===== src/verilog/serial_shift_pkg.sv =====
// Constants and types of the serial shift control block
package serial_shift_pkg;
  // ---------------------------------------------------------------
  // Register byte offsets
  // ---------------------------------------------------------------
  localparam logic [7:0] OFS_CTRL = 8'h00;
  localparam logic [7:0] OFS_STAT = 8'h04;
  localparam logic [7:0] OFS_DATA = 8'h08;
  localparam logic [7:0] OFS_PORT = 8'h0C;
  // ---------------------------------------------------------------
  // Control field positions
  // ---------------------------------------------------------------
  localparam int CTL_SIE = 7;
  localparam int CTL_OIE = 6;
  localparam int CTL_WM_HI = 5;
  localparam int CTL_WM_LO = 4;
  localparam int CTL_CS_HI = 3;
  localparam int CTL_CS_LO = 2;
  localparam int CTL_CLK = 1;
  localparam int CTL_TC = 0;
  // ---------------------------------------------------------------
  // Status and port field positions
  // ---------------------------------------------------------------
  localparam int ST_SIF = 7;
  localparam int ST_OIF = 6;
  localparam int ST_CNT_HI = 3;
  localparam int PT_DAT = 0;
  localparam int PT_CLK = 1;
  localparam int PT_DO = 2;
  localparam int PT_DAT_DIR = 4;
  localparam int PT_CLK_DIR = 5;
  localparam int PT_DO_DIR = 6;
  // ---------------------------------------------------------------
  // Reset values and counts
  // ---------------------------------------------------------------
  localparam logic [7:0] CTRL_RST = 8'h00;
  localparam logic [7:0] DATA_RST = 8'h00;
  localparam logic [7:0] PORT_RST = 8'h00;
  localparam logic [3:0] CNT_RST = 4'h0;
  localparam logic [3:0] CNT_MAX = 4'hF;
  localparam logic [3:0] CNT_ONE = 4'h1;
  // ---------------------------------------------------------------
  // Modes
  // ---------------------------------------------------------------
  typedef enum logic [1:0] {
    WM_OFF = 2'b00,
    WM_THREE = 2'b01,
    WM_TWO = 2'b10,
    WM_TWO_HOLD = 2'b11
  } wire_mode_t;
  typedef enum logic [1:0] {
    CS_SOFT = 2'b00,
    CS_TIMER = 2'b01,
    CS_EXT_POS = 2'b10,
    CS_EXT_NEG = 2'b11
  } clock_source_t;
endpackage


===== src/verilog/serial_shift_control.sv =====
// Universal serial shift control with APB register access
// Notes on behaviour
// - Status low nibble shows the transfer count; software reads and overwrites it.
// - Count advances by one per strobe or timer tick, and on both edges of an external clock.
// - Clock pin still clocks the counter with wire mode zero.
// - Control bit 7 enables start interrupt; pending flag fires at once.
// - Control bit 6 enables overflow interrupt; pending flag fires at once.
// - Wire mode bits 5:4 change outputs and the start flag source; pin inputs always work.
// - Wire mode zero: outputs, clock hold and start detector off.
// - Three-wire: data out replaces port bit; direction bit governs drive.
// - Two-wire: data and clock pins open drain, enabled by direction bits.
// - Two-wire data pin low when shift output or port bit is zero.
// - Two-wire clock low on port zero or start hold until flag cleared.
// - Two-wire mode turns off pull-ups on data and clock pins.
// - Mode three also holds clock low after overflow until flag cleared.
// - Clock select bits 3:2; external clock updates output on opposite edge.
// - Strobe or timer source: output latch transparent, follows shift MSB.
// - Clock select and strobe decode per the source table.
// - Select zero: strobe write shifts once, counts once; reads as zero.
// - Strobe output updates at once; input sampled the cycle before.
// - External source: strobe bit stored, selects toggle strobe counting.
// - Toggle strobe write inverts clock port bit; reads as zero.
// - Overflow flag set on wrap 15 to 0, cleared by writing one.
// - Shift register shifts left; bit 7 feeds the output latch.
`timescale 1ns/1ns
module serial_shift_control (
  // Clock and reset
  input wire logic pclk,
  input wire logic presetn,
  // APB slave
  input wire logic psel,
  input wire logic penable,
  input wire logic pwrite,
  input wire logic [7:0] paddr,
  input wire logic [31:0] pwdata,
  output logic [31:0] prdata,
  output logic pready,
  output logic pslverr,
  // Neighbouring logic
  input wire logic timer_match,
  input wire logic start_detect,
  input wire logic global_irq_enable,
  output logic start_irq,
  output logic overflow_irq,
  // Clock pin
  input wire logic scl_in,
  output logic scl_out,
  output logic scl_oe_n,
  output logic scl_pullup,
  // Data pin
  input wire logic sda_in,
  output logic sda_out,
  output logic sda_oe_n,
  output logic sda_pullup,
  // Data out pin
  output logic do_out,
  output logic do_oe_n,
  output logic do_pullup
);
  import serial_shift_pkg::*;

  // ---------------------------------------------------------------
  // Registers and decode
  // ---------------------------------------------------------------
  logic [7:0] ctrl_r;
  logic [7:0] shift_r;
  logic [7:0] port_r;
  logic [3:0] cnt_r;
  logic sif_r;
  logic oif_r;
  logic dout_r;
  logic [7:0] rd_nxt;
  logic scl_s1, scl_s2, scl_s3;
  logic sda_s1, sda_s2;
  logic wr, setup, mapped;
  logic wr_ctrl, wr_stat, wr_data, wr_port;
  wire_mode_t wm;
  clock_source_t cs;
  logic ext_src, strobe_sel;
  logic rise, fall, ext_edge;
  logic soft_strobe, toggle_strobe;
  logic sh_tick, cnt_tick, wrap;
  logic latch_open;
  logic two_wire;
  logic clk_low;

  assign wm = wire_mode_t'(ctrl_r[CTL_WM_HI:CTL_WM_LO]);
  assign cs = clock_source_t'(ctrl_r[CTL_CS_HI:CTL_CS_LO]);
  assign ext_src = ctrl_r[CTL_CS_HI];
  assign strobe_sel = ctrl_r[CTL_CLK];
  assign setup = psel & ~penable;
  assign wr = psel & penable & pwrite;
  assign mapped = (paddr == OFS_CTRL) | (paddr == OFS_STAT) |
                  (paddr == OFS_DATA) | (paddr == OFS_PORT);
  assign wr_ctrl = wr & (paddr == OFS_CTRL);
  assign wr_stat = wr & (paddr == OFS_STAT);
  assign wr_data = wr & (paddr == OFS_DATA);
  assign wr_port = wr & (paddr == OFS_PORT);
  assign pready = 1'b1;
  assign pslverr = psel & penable & ~mapped;

  // ---------------------------------------------------------------
  // Pin synchronisers
  // ---------------------------------------------------------------
  // Reset to the idle high line level, so no false edge follows reset
  always_ff @(posedge pclk or negedge presetn) begin
    if (!presetn) begin
      scl_s1 <= 1'b1;
      scl_s2 <= 1'b1;
      scl_s3 <= 1'b1;
      sda_s1 <= 1'b1;
      sda_s2 <= 1'b1;
    end else begin
      scl_s1 <= scl_in;
      scl_s2 <= scl_s1;
      scl_s3 <= scl_s2;
      sda_s1 <= sda_in;
      sda_s2 <= sda_s1;
    end
  end

  // Edges of the clock pin, read in every wire mode
  assign rise = scl_s2 & ~scl_s3;
  assign fall = ~scl_s2 & scl_s3;
  assign ext_edge = rise | fall;

  // ---------------------------------------------------------------
  // Clock source decode
  // ---------------------------------------------------------------
  assign soft_strobe = wr_ctrl & pwdata[CTL_CLK] &
                       (pwdata[CTL_CS_HI:CTL_CS_LO] == CS_SOFT);
  assign toggle_strobe = wr_ctrl & pwdata[CTL_TC];

  always_comb begin
    sh_tick = 1'b0;
    cnt_tick = 1'b0;
    unique case (cs)
      CS_SOFT: begin
        sh_tick = soft_strobe;
        cnt_tick = soft_strobe;
      end
      CS_TIMER: begin
        sh_tick = timer_match;
        cnt_tick = timer_match;
      end
      CS_EXT_POS: begin
        sh_tick = rise;
        cnt_tick = strobe_sel ? toggle_strobe : ext_edge;
      end
      CS_EXT_NEG: begin
        sh_tick = fall;
        cnt_tick = strobe_sel ? toggle_strobe : ext_edge;
      end
    endcase
  end

  assign wrap = cnt_tick & (cnt_r == CNT_MAX) & ~wr_stat;

  // ---------------------------------------------------------------
  // Control register
  // ---------------------------------------------------------------
  always_ff @(posedge pclk or negedge presetn) begin
    if (!presetn) begin
      ctrl_r <= CTRL_RST;
    end else if (wr_ctrl) begin
      ctrl_r <= {pwdata[CTL_SIE:CTL_CLK], 1'b0};
    end
  end

  // ---------------------------------------------------------------
  // Transfer counter
  // ---------------------------------------------------------------
  always_ff @(posedge pclk or negedge presetn) begin
    if (!presetn) begin
      cnt_r <= CNT_RST;
    end else if (wr_stat) begin
      cnt_r <= pwdata[ST_CNT_HI:0];
    end else if (cnt_tick) begin
      cnt_r <= cnt_r + CNT_ONE;
    end
  end

  // ---------------------------------------------------------------
  // Flags, start set wins over clear; a status write blocks the overflow set
  // ---------------------------------------------------------------
  always_ff @(posedge pclk or negedge presetn) begin
    if (!presetn) begin
      oif_r <= 1'b0;
    end else if (wrap) begin
      oif_r <= 1'b1;
    end else if (wr_stat & pwdata[ST_OIF]) begin
      oif_r <= 1'b0;
    end
  end

  logic sif_set;
  assign sif_set = two_wire ? start_detect : (ext_src & ~strobe_sel & ext_edge);

  always_ff @(posedge pclk or negedge presetn) begin
    if (!presetn) begin
      sif_r <= 1'b0;
    end else if (sif_set) begin
      sif_r <= 1'b1;
    end else if (wr_stat & pwdata[ST_SIF]) begin
      sif_r <= 1'b0;
    end
  end

  assign start_irq = sif_r & ctrl_r[CTL_SIE] & global_irq_enable;
  assign overflow_irq = oif_r & ctrl_r[CTL_OIE] & global_irq_enable;

  // ---------------------------------------------------------------
  // Shift register and output latch
  // ---------------------------------------------------------------
  logic [7:0] shift_nxt;
  always_comb begin
    shift_nxt = shift_r;
    if (wr_data) begin
      shift_nxt = pwdata[7:0];
    end else if (sh_tick) begin
      shift_nxt = {shift_r[6:0], sda_s2};
    end
  end

  always_ff @(posedge pclk or negedge presetn) begin
    if (!presetn) begin
      shift_r <= DATA_RST;
    end else begin
      shift_r <= shift_nxt;
    end
  end

  // Open in the second half of an external clock cycle, always for internal
  always_comb begin
    unique case (cs)
      CS_EXT_POS: latch_open = ~scl_s2;
      CS_EXT_NEG: latch_open = scl_s2;
      default: latch_open = 1'b1;
    endcase
  end

  always_ff @(posedge pclk or negedge presetn) begin
    if (!presetn) begin
      dout_r <= 1'b0;
    end else if (latch_open) begin
      dout_r <= shift_nxt[7];
    end
  end

  // ---------------------------------------------------------------
  // Port and direction register
  // ---------------------------------------------------------------
  always_ff @(posedge pclk or negedge presetn) begin
    if (!presetn) begin
      port_r <= PORT_RST;
    end else begin
      if (wr_port) begin
        port_r <= pwdata[7:0];
      end
      if (toggle_strobe & ~wr_port) begin
        port_r[PT_CLK] <= ~port_r[PT_CLK];
      end
    end
  end

  // ---------------------------------------------------------------
  // Pin drivers
  // ---------------------------------------------------------------
  assign two_wire = (wm == WM_TWO) | (wm == WM_TWO_HOLD);
  assign clk_low = ~port_r[PT_CLK] | sif_r | ((wm == WM_TWO_HOLD) & oif_r);

  always_comb begin
    scl_out = port_r[PT_CLK];
    scl_oe_n = ~port_r[PT_CLK_DIR];
    sda_out = port_r[PT_DAT];
    sda_oe_n = ~port_r[PT_DAT_DIR];
    do_out = port_r[PT_DO];
    do_oe_n = ~port_r[PT_DO_DIR];
    scl_pullup = ~port_r[PT_CLK_DIR] & port_r[PT_CLK];
    sda_pullup = ~port_r[PT_DAT_DIR] & port_r[PT_DAT];
    do_pullup = ~port_r[PT_DO_DIR] & port_r[PT_DO];
    unique case (wm)
      WM_OFF: begin
        scl_out = port_r[PT_CLK];
      end
      WM_THREE: begin
        do_out = dout_r;
      end
      WM_TWO, WM_TWO_HOLD: begin
        scl_out = 1'b0;
        sda_out = 1'b0;
        scl_oe_n = ~(port_r[PT_CLK_DIR] & clk_low);
        sda_oe_n = ~(port_r[PT_DAT_DIR] & (~dout_r | ~port_r[PT_DAT]));
        scl_pullup = 1'b0;
        sda_pullup = 1'b0;
      end
    endcase
  end

  // ---------------------------------------------------------------
  // Read data
  // ---------------------------------------------------------------
  always_comb begin
    rd_nxt = 8'h00;
    if (paddr == OFS_CTRL) begin
      rd_nxt = {ctrl_r[CTL_SIE:CTL_CS_LO], 2'b00};
    end else if (paddr == OFS_STAT) begin
      rd_nxt = {sif_r, oif_r, 2'b00, cnt_r};
    end else if (paddr == OFS_DATA) begin
      rd_nxt = shift_r;
    end else if (paddr == OFS_PORT) begin
      rd_nxt = port_r;
    end
  end

  always_ff @(posedge pclk or negedge presetn) begin
    if (!presetn) begin
      prdata <= 32'h0000_0000;
    end else if (setup & ~pwrite) begin
      prdata <= {24'h00_0000, rd_nxt};
    end
  end
endmodule // serial_shift_control


===== config.mk =====
export PLATFORM = sky130hd
export DESIGN_NAME = serial_shift_control
export DESIGN_NICKNAME = d
export VERILOG_FILES = /design/src/verilog/serial_shift_pkg.sv /design/src/verilog/serial_shift_control.sv
export SDC_FILE = /design/constraint.sdc
export NUM_CORES = 1
export LEC_CHECK = 0
export BUFFER_PORTS_ARGS = -buffer_cell sky130_fd_sc_hd__buf_2
export CAP_MARGIN = 10
export CORE_ASPECT_RATIO = 0.7
export CORE_MARGIN = 3
export CORE_UTILIZATION = 35
export DETAILED_ROUTE_END_ITERATION = 7
export PLACE_DENSITY = 0.69
export SETUP_SLACK_MARGIN = 0.02
export SLEW_MARGIN = 30
export SYNTH_ARGS = -nofsm -noshare
export SYNTH_HDL_FRONTEND = slang
export SYNTH_SLANG_ARGS = --single-unit

===== constraint.sdc =====
create_clock -name pclk -period 3.25 [get_ports pclk]
set_input_delay 0.325 -clock pclk [delete_from_list [all_inputs] [get_ports pclk]]
set_output_delay 0.325 -clock pclk [all_outputs]
set_load 0.05 [all_outputs]

==> summary.log <==
[yosys] most frequently used cell type in the post-synthesis netlist sky130_fd_sc_hd__dfrtp_1
[final_layout] fillcell total 663
[global_route] total routing resource utilization after global routing 14.4%
[yosys] Synth Instances 224
[worst_setup_path] crit path launch type flop
[power] Power per Cell Area 417 mW/mm2
[die] starting density of the core 37.4%
[sta] Slew Limit Headroom 38.8%
[die] number of rows created at floorplan 24
[cts] insertion delay to the later sink of the worst-skew pair 0.29 ns
[yosys] Synth cell types 42
[global_route] first-pass GRT wire length 8.95 mm
[worst_setup_path] required time at the worst-slack endpoint 3.43 ns
[worst_setup_path] cell family with the largest share of critical-path delay compound AO/OA/AOI/OAI gates
[yosys] cell type with the largest total area after synthesis sky130_fd_sc_hd__dfrtp_1
[drt] number of vias in the routed layout 1766
[run_status] run status completed
[worst_setup_path] reg-to-reg slack, setup 1.20 ns
[sta] Hold WS 0.0102 ns
[global_route] number of global-route vias before repair 1743
[die] number of I/O pins 95
[job] number of maximum-capacitance constraint violations 0
[worst_setup_path] number of buffers and inverters on the critical path 1
[die] Die W 105 um
[cts] maximum buffer depth of the clock tree 2
[yosys] number of enable-type register cells in the synthesized netlist 0
[yosys] sequential fraction of the synthesis area 45.0%
[worst_setup_path] Critical Path Fanout Max 6
[sta] fmax 487 MHz
[final_layout] sequential standard cell area 0.00108 mm2
[cts] clock transition time at the flip-flop clock pins of the worst setup and hold paths 0.08 ns
[yosys] post-synthesis sequential element count 43
[drt] post-route DRC violation count 0
[cts] H-tree Lvls 2
[yosys] Post-Syn Area per Cell 10.7 um2
[worst_setup_path] terminus of the critical flop-to-flop path cnt_r[3]$_DFFE_PN0P_
[drt] routed wire length per instance 15.0 um
[sta] final worst-path cycle share 63.2%
[place] HPWL reported at the end of detailed placement 4.21 mm
[sta] slew at the pin closest to its max-slew limit 0.914 ns
[die] core outline area 0.00643 mm2
[yosys] dominant register cell in the synthesized netlist sky130_fd_sc_hd__dfrtp_1
[worst_hold_path] worst hold path class in2async
[worst_setup_path] largest incremental delay on the critical path 0.58 ns
[final_layout] Ant. Diodes 0
[global_route] remaining global-route overflow 0
[worst_setup_path] critical register-to-register path startpoint scl_s2$_DFF_PN1_
[yosys] Yosys Warn Count 0
[final_layout] layout cell share with drive strength beyond 1 33.0%
[drt] Via-to-Cell Ratio 4.89
[cts] PostCTS Resize Cnt 0
[worst_setup_path] Critical Path Sink Type flop
[worst_setup_path] Slowest-stage cell, CP sky130_fd_sc_hd__dfstp_2
[sta] final setup violation count 0
[final_layout] layout overhead on the synthesized area 13.5%
[drt] Final ANT Viol Nets 0
[sta] Final min period 2.05 ns
[cts] clock tree from TritonCTS built
[sta] Max Transition Viols Final 0
[place] # port buffers 45
[place] weighted congestion at the end of routability-driven global placement 0.803
[power] leakage 1.32 nW
[cts] number of setup buffers added after CTS 0
[yosys] Synth top cells by count sky130_fd_sc_hd__dfrtp_1, sky130_fd_sc_hd__buf_4, sky130_fd_sc_hd__nand2_1, sky130_fd_sc_hd__mux2_2, sky130_fd_sc_hd__o21ai_0
[die] overall die height 75.4 um
[final_layout] multi-input logic area 0.00116 mm2
[drt] final routed wirelength across all metal layers 5.43 mm
[sta] clock skew after layout 0.00658 ns
[cts] clock root cell sky130_fd_sc_hd__clkbuf_8
[sta] Final Hold Vio Count 0
[die] full die area 0.00792 mm2
[sta] setup TNS after final layout 0 ns
[yosys] area share of the leading cell type in the synthesized netlist 39.5%
[cts] hold buffer count at cts 0
[worst_setup_path] critical path type reg2reg
[final_layout] post-layout net count 322
[yosys] Mapped Area 0.00240 mm2
[worst_setup_path] arrival time of the worst setup path 2.23 ns
[yosys] async set-reset flop share out of synthesis 100%
[cts] sink count of the clock tree 43
[worst_setup_path] depth of the worst register-to-register path 7
[cts] CTS Buf Count 5
[global_route] antenna violations before repair 0
[drt] starting DRC count in detailed routing 106
[yosys] most area-consuming cells after synthesis sky130_fd_sc_hd__dfrtp_1, sky130_fd_sc_hd__mux2_2, sky130_fd_sc_hd__buf_4
[power] peak supply drop 0.000142 V
[sta] setup repair after global routing missed its margin no
[worst_setup_path] cell breakdown of the critical path inv_1, ha_1, nor2_1, a21oi_1, o21ai_1, a41oi_1, o31a_1
[global_route] largest net degree at the start of global routing 44
[drt] drt first pass iters 4
-- power by group --
group	internal [mW]	switching, mW	total, mW	leakage [nW]
registers	0.559	0.0264	0.586	0.564
clock network	0.193	0.182	0.376	0.0505
logic	0.0490	0.129	0.178	0.709
-- metrics by stage --
stage / setup slack (ns) / area [um2] / cells / total power, mW / utilization (%)
after floorplan: 0.863 / 2490 / 247 / 0.741 / -
after global placement: 0.948 / 2620 / 353 / 0.769 / 40.8
after detailed placement: 0.916 / 2620 / 353 / 0.772 / 40.8
after CTS: 1.20 / 2730 / 361 / 1.15 / 42.4
after global routing: 1.03 / 2730 / 361 / 1.20 / 42.5
final: 1.20 / 2730 / 361 / 1.14 / 42.5
-- metal layers --
| layer | GRT usage (%) | vias up | wire length [um] |
|---|---|---|---|
| met3 | 3.30 | 3 | 322 |
| met2 | 22.5 | 53 | 2440 |
| met4 | 2.62 | 0 | 26 |
| met1 | 20.9 | 874 | 2640 |
| li1 | - | 836 | - |
| met5 | 0 | - | 0 |
-- cell usage in the layout, fill, tap and decap left out, types with 4 or more instances in the layout --
| cell type | netlist | routed |
|---|---|---|
| sky130_fd_sc_hd__mux4_2 | 4 | 4 |
| sky130_fd_sc_hd__dfrtp_1 | 38 | 38 |
| sky130_fd_sc_hd__mux2i_1 | 10 | 10 |
| sky130_fd_sc_hd__nand2_1 | 24 | 24 |
| sky130_fd_sc_hd__nor2b_1 | 7 | 7 |
| sky130_fd_sc_hd__nor2_1 | 10 | 10 |
| sky130_fd_sc_hd__clkbuf_8 | 0 | 7 |
| sky130_fd_sc_hd__inv_1 | 6 | 6 |
| sky130_fd_sc_hd__a22o_1 | 4 | 4 |
| sky130_fd_sc_hd__nand3_1 | 4 | 4 |
| sky130_fd_sc_hd__mux2_2 | 20 | 20 |
| sky130_fd_sc_hd__a22oi_1 | 4 | 4 |
| sky130_fd_sc_hd__and3_1 | 5 | 5 |
| sky130_fd_sc_hd__o21ai_0 | 15 | 15 |
| sky130_fd_sc_hd__buf_2 | 0 | 44 |
| sky130_fd_sc_hd__conb_1 | 2 | 25 |
| sky130_fd_sc_hd__a21oi_1 | 6 | 6 |
| sky130_fd_sc_hd__dfstp_2 | 5 | 5 |
-- state kept, by name, summed over array words and instances, names as in the netlist --
register and count:
port_r 8, prdata 8, shift_r 8, ctrl_r 7
cnt_r 4, dout_r 1, oif_r 1, scl_s1 1
scl_s2 1, scl_s3 1, sda_s1 1, sda_s2 1
sif_r 1
-- cell families after synthesis --
family | after synthesis | synth area share, %
AO/OA/AOI/OAI | 37 | 10.4
multiplexers | 34 | 17.3
AND/OR/NAND/NOR | 64 | 14.3
flip-flops | 43 | 45.0
other | 2 | 0.312
XOR/XNOR | 3 | 1.09
buffers and inverters | 38 | 10.1
adder cells (fa/ha/maj) | 3 | 1.56
-- worst register-to-register path, stage by stage, from the launching register on --
cell                      delay (ns)
sky130_fd_sc_hd__dfstp_2        0.58
sky130_fd_sc_hd__inv_1          0.05
sky130_fd_sc_hd__ha_1           0.32
sky130_fd_sc_hd__nor2_1         0.13
sky130_fd_sc_hd__a21oi_1        0.08
sky130_fd_sc_hd__o21ai_1        0.30
sky130_fd_sc_hd__a41oi_1        0.19
sky130_fd_sc_hd__o31a_1         0.30
-- worst max-delay path by stage --
stage / startpoint / to / slack [ns] / depth (start not counted)
finish: scl_s2$_DFF_PN1_ / cnt_r[3]$_DFFE_PN0P_ / 1.20 / 7
global route: paddr[5] / cnt_r[3]$_DFFE_PN0P_ / 1.03 / 6
CTS: scl_s2$_DFF_PN1_ / cnt_r[3]$_DFFE_PN0P_ / 1.20 / 7
detailed placement: paddr[5] / cnt_r[3]$_DFFE_PN0P_ / 0.92 / 6
global placement: paddr[5] / cnt_r[3]$_DFFE_PN0P_ / 0.95 / 6
floorplan: ctrl_r[5]$_DFFE_PN0N_ / scl_pullup / 0.86 / 3
-- cell type report --
cell class | instances | share of cell area [%]
multi-input cells | 166 | 42.7
flip-flops and latches | 43 | 39.6
repair buffers | 47 | 8.89
well taps | 91 | 4.17
clock buffers | 7 | 3.53
inverters | 6 | 0.825
clock inverters | 1 | 0.275
Power figures use the tool's default switching activity.
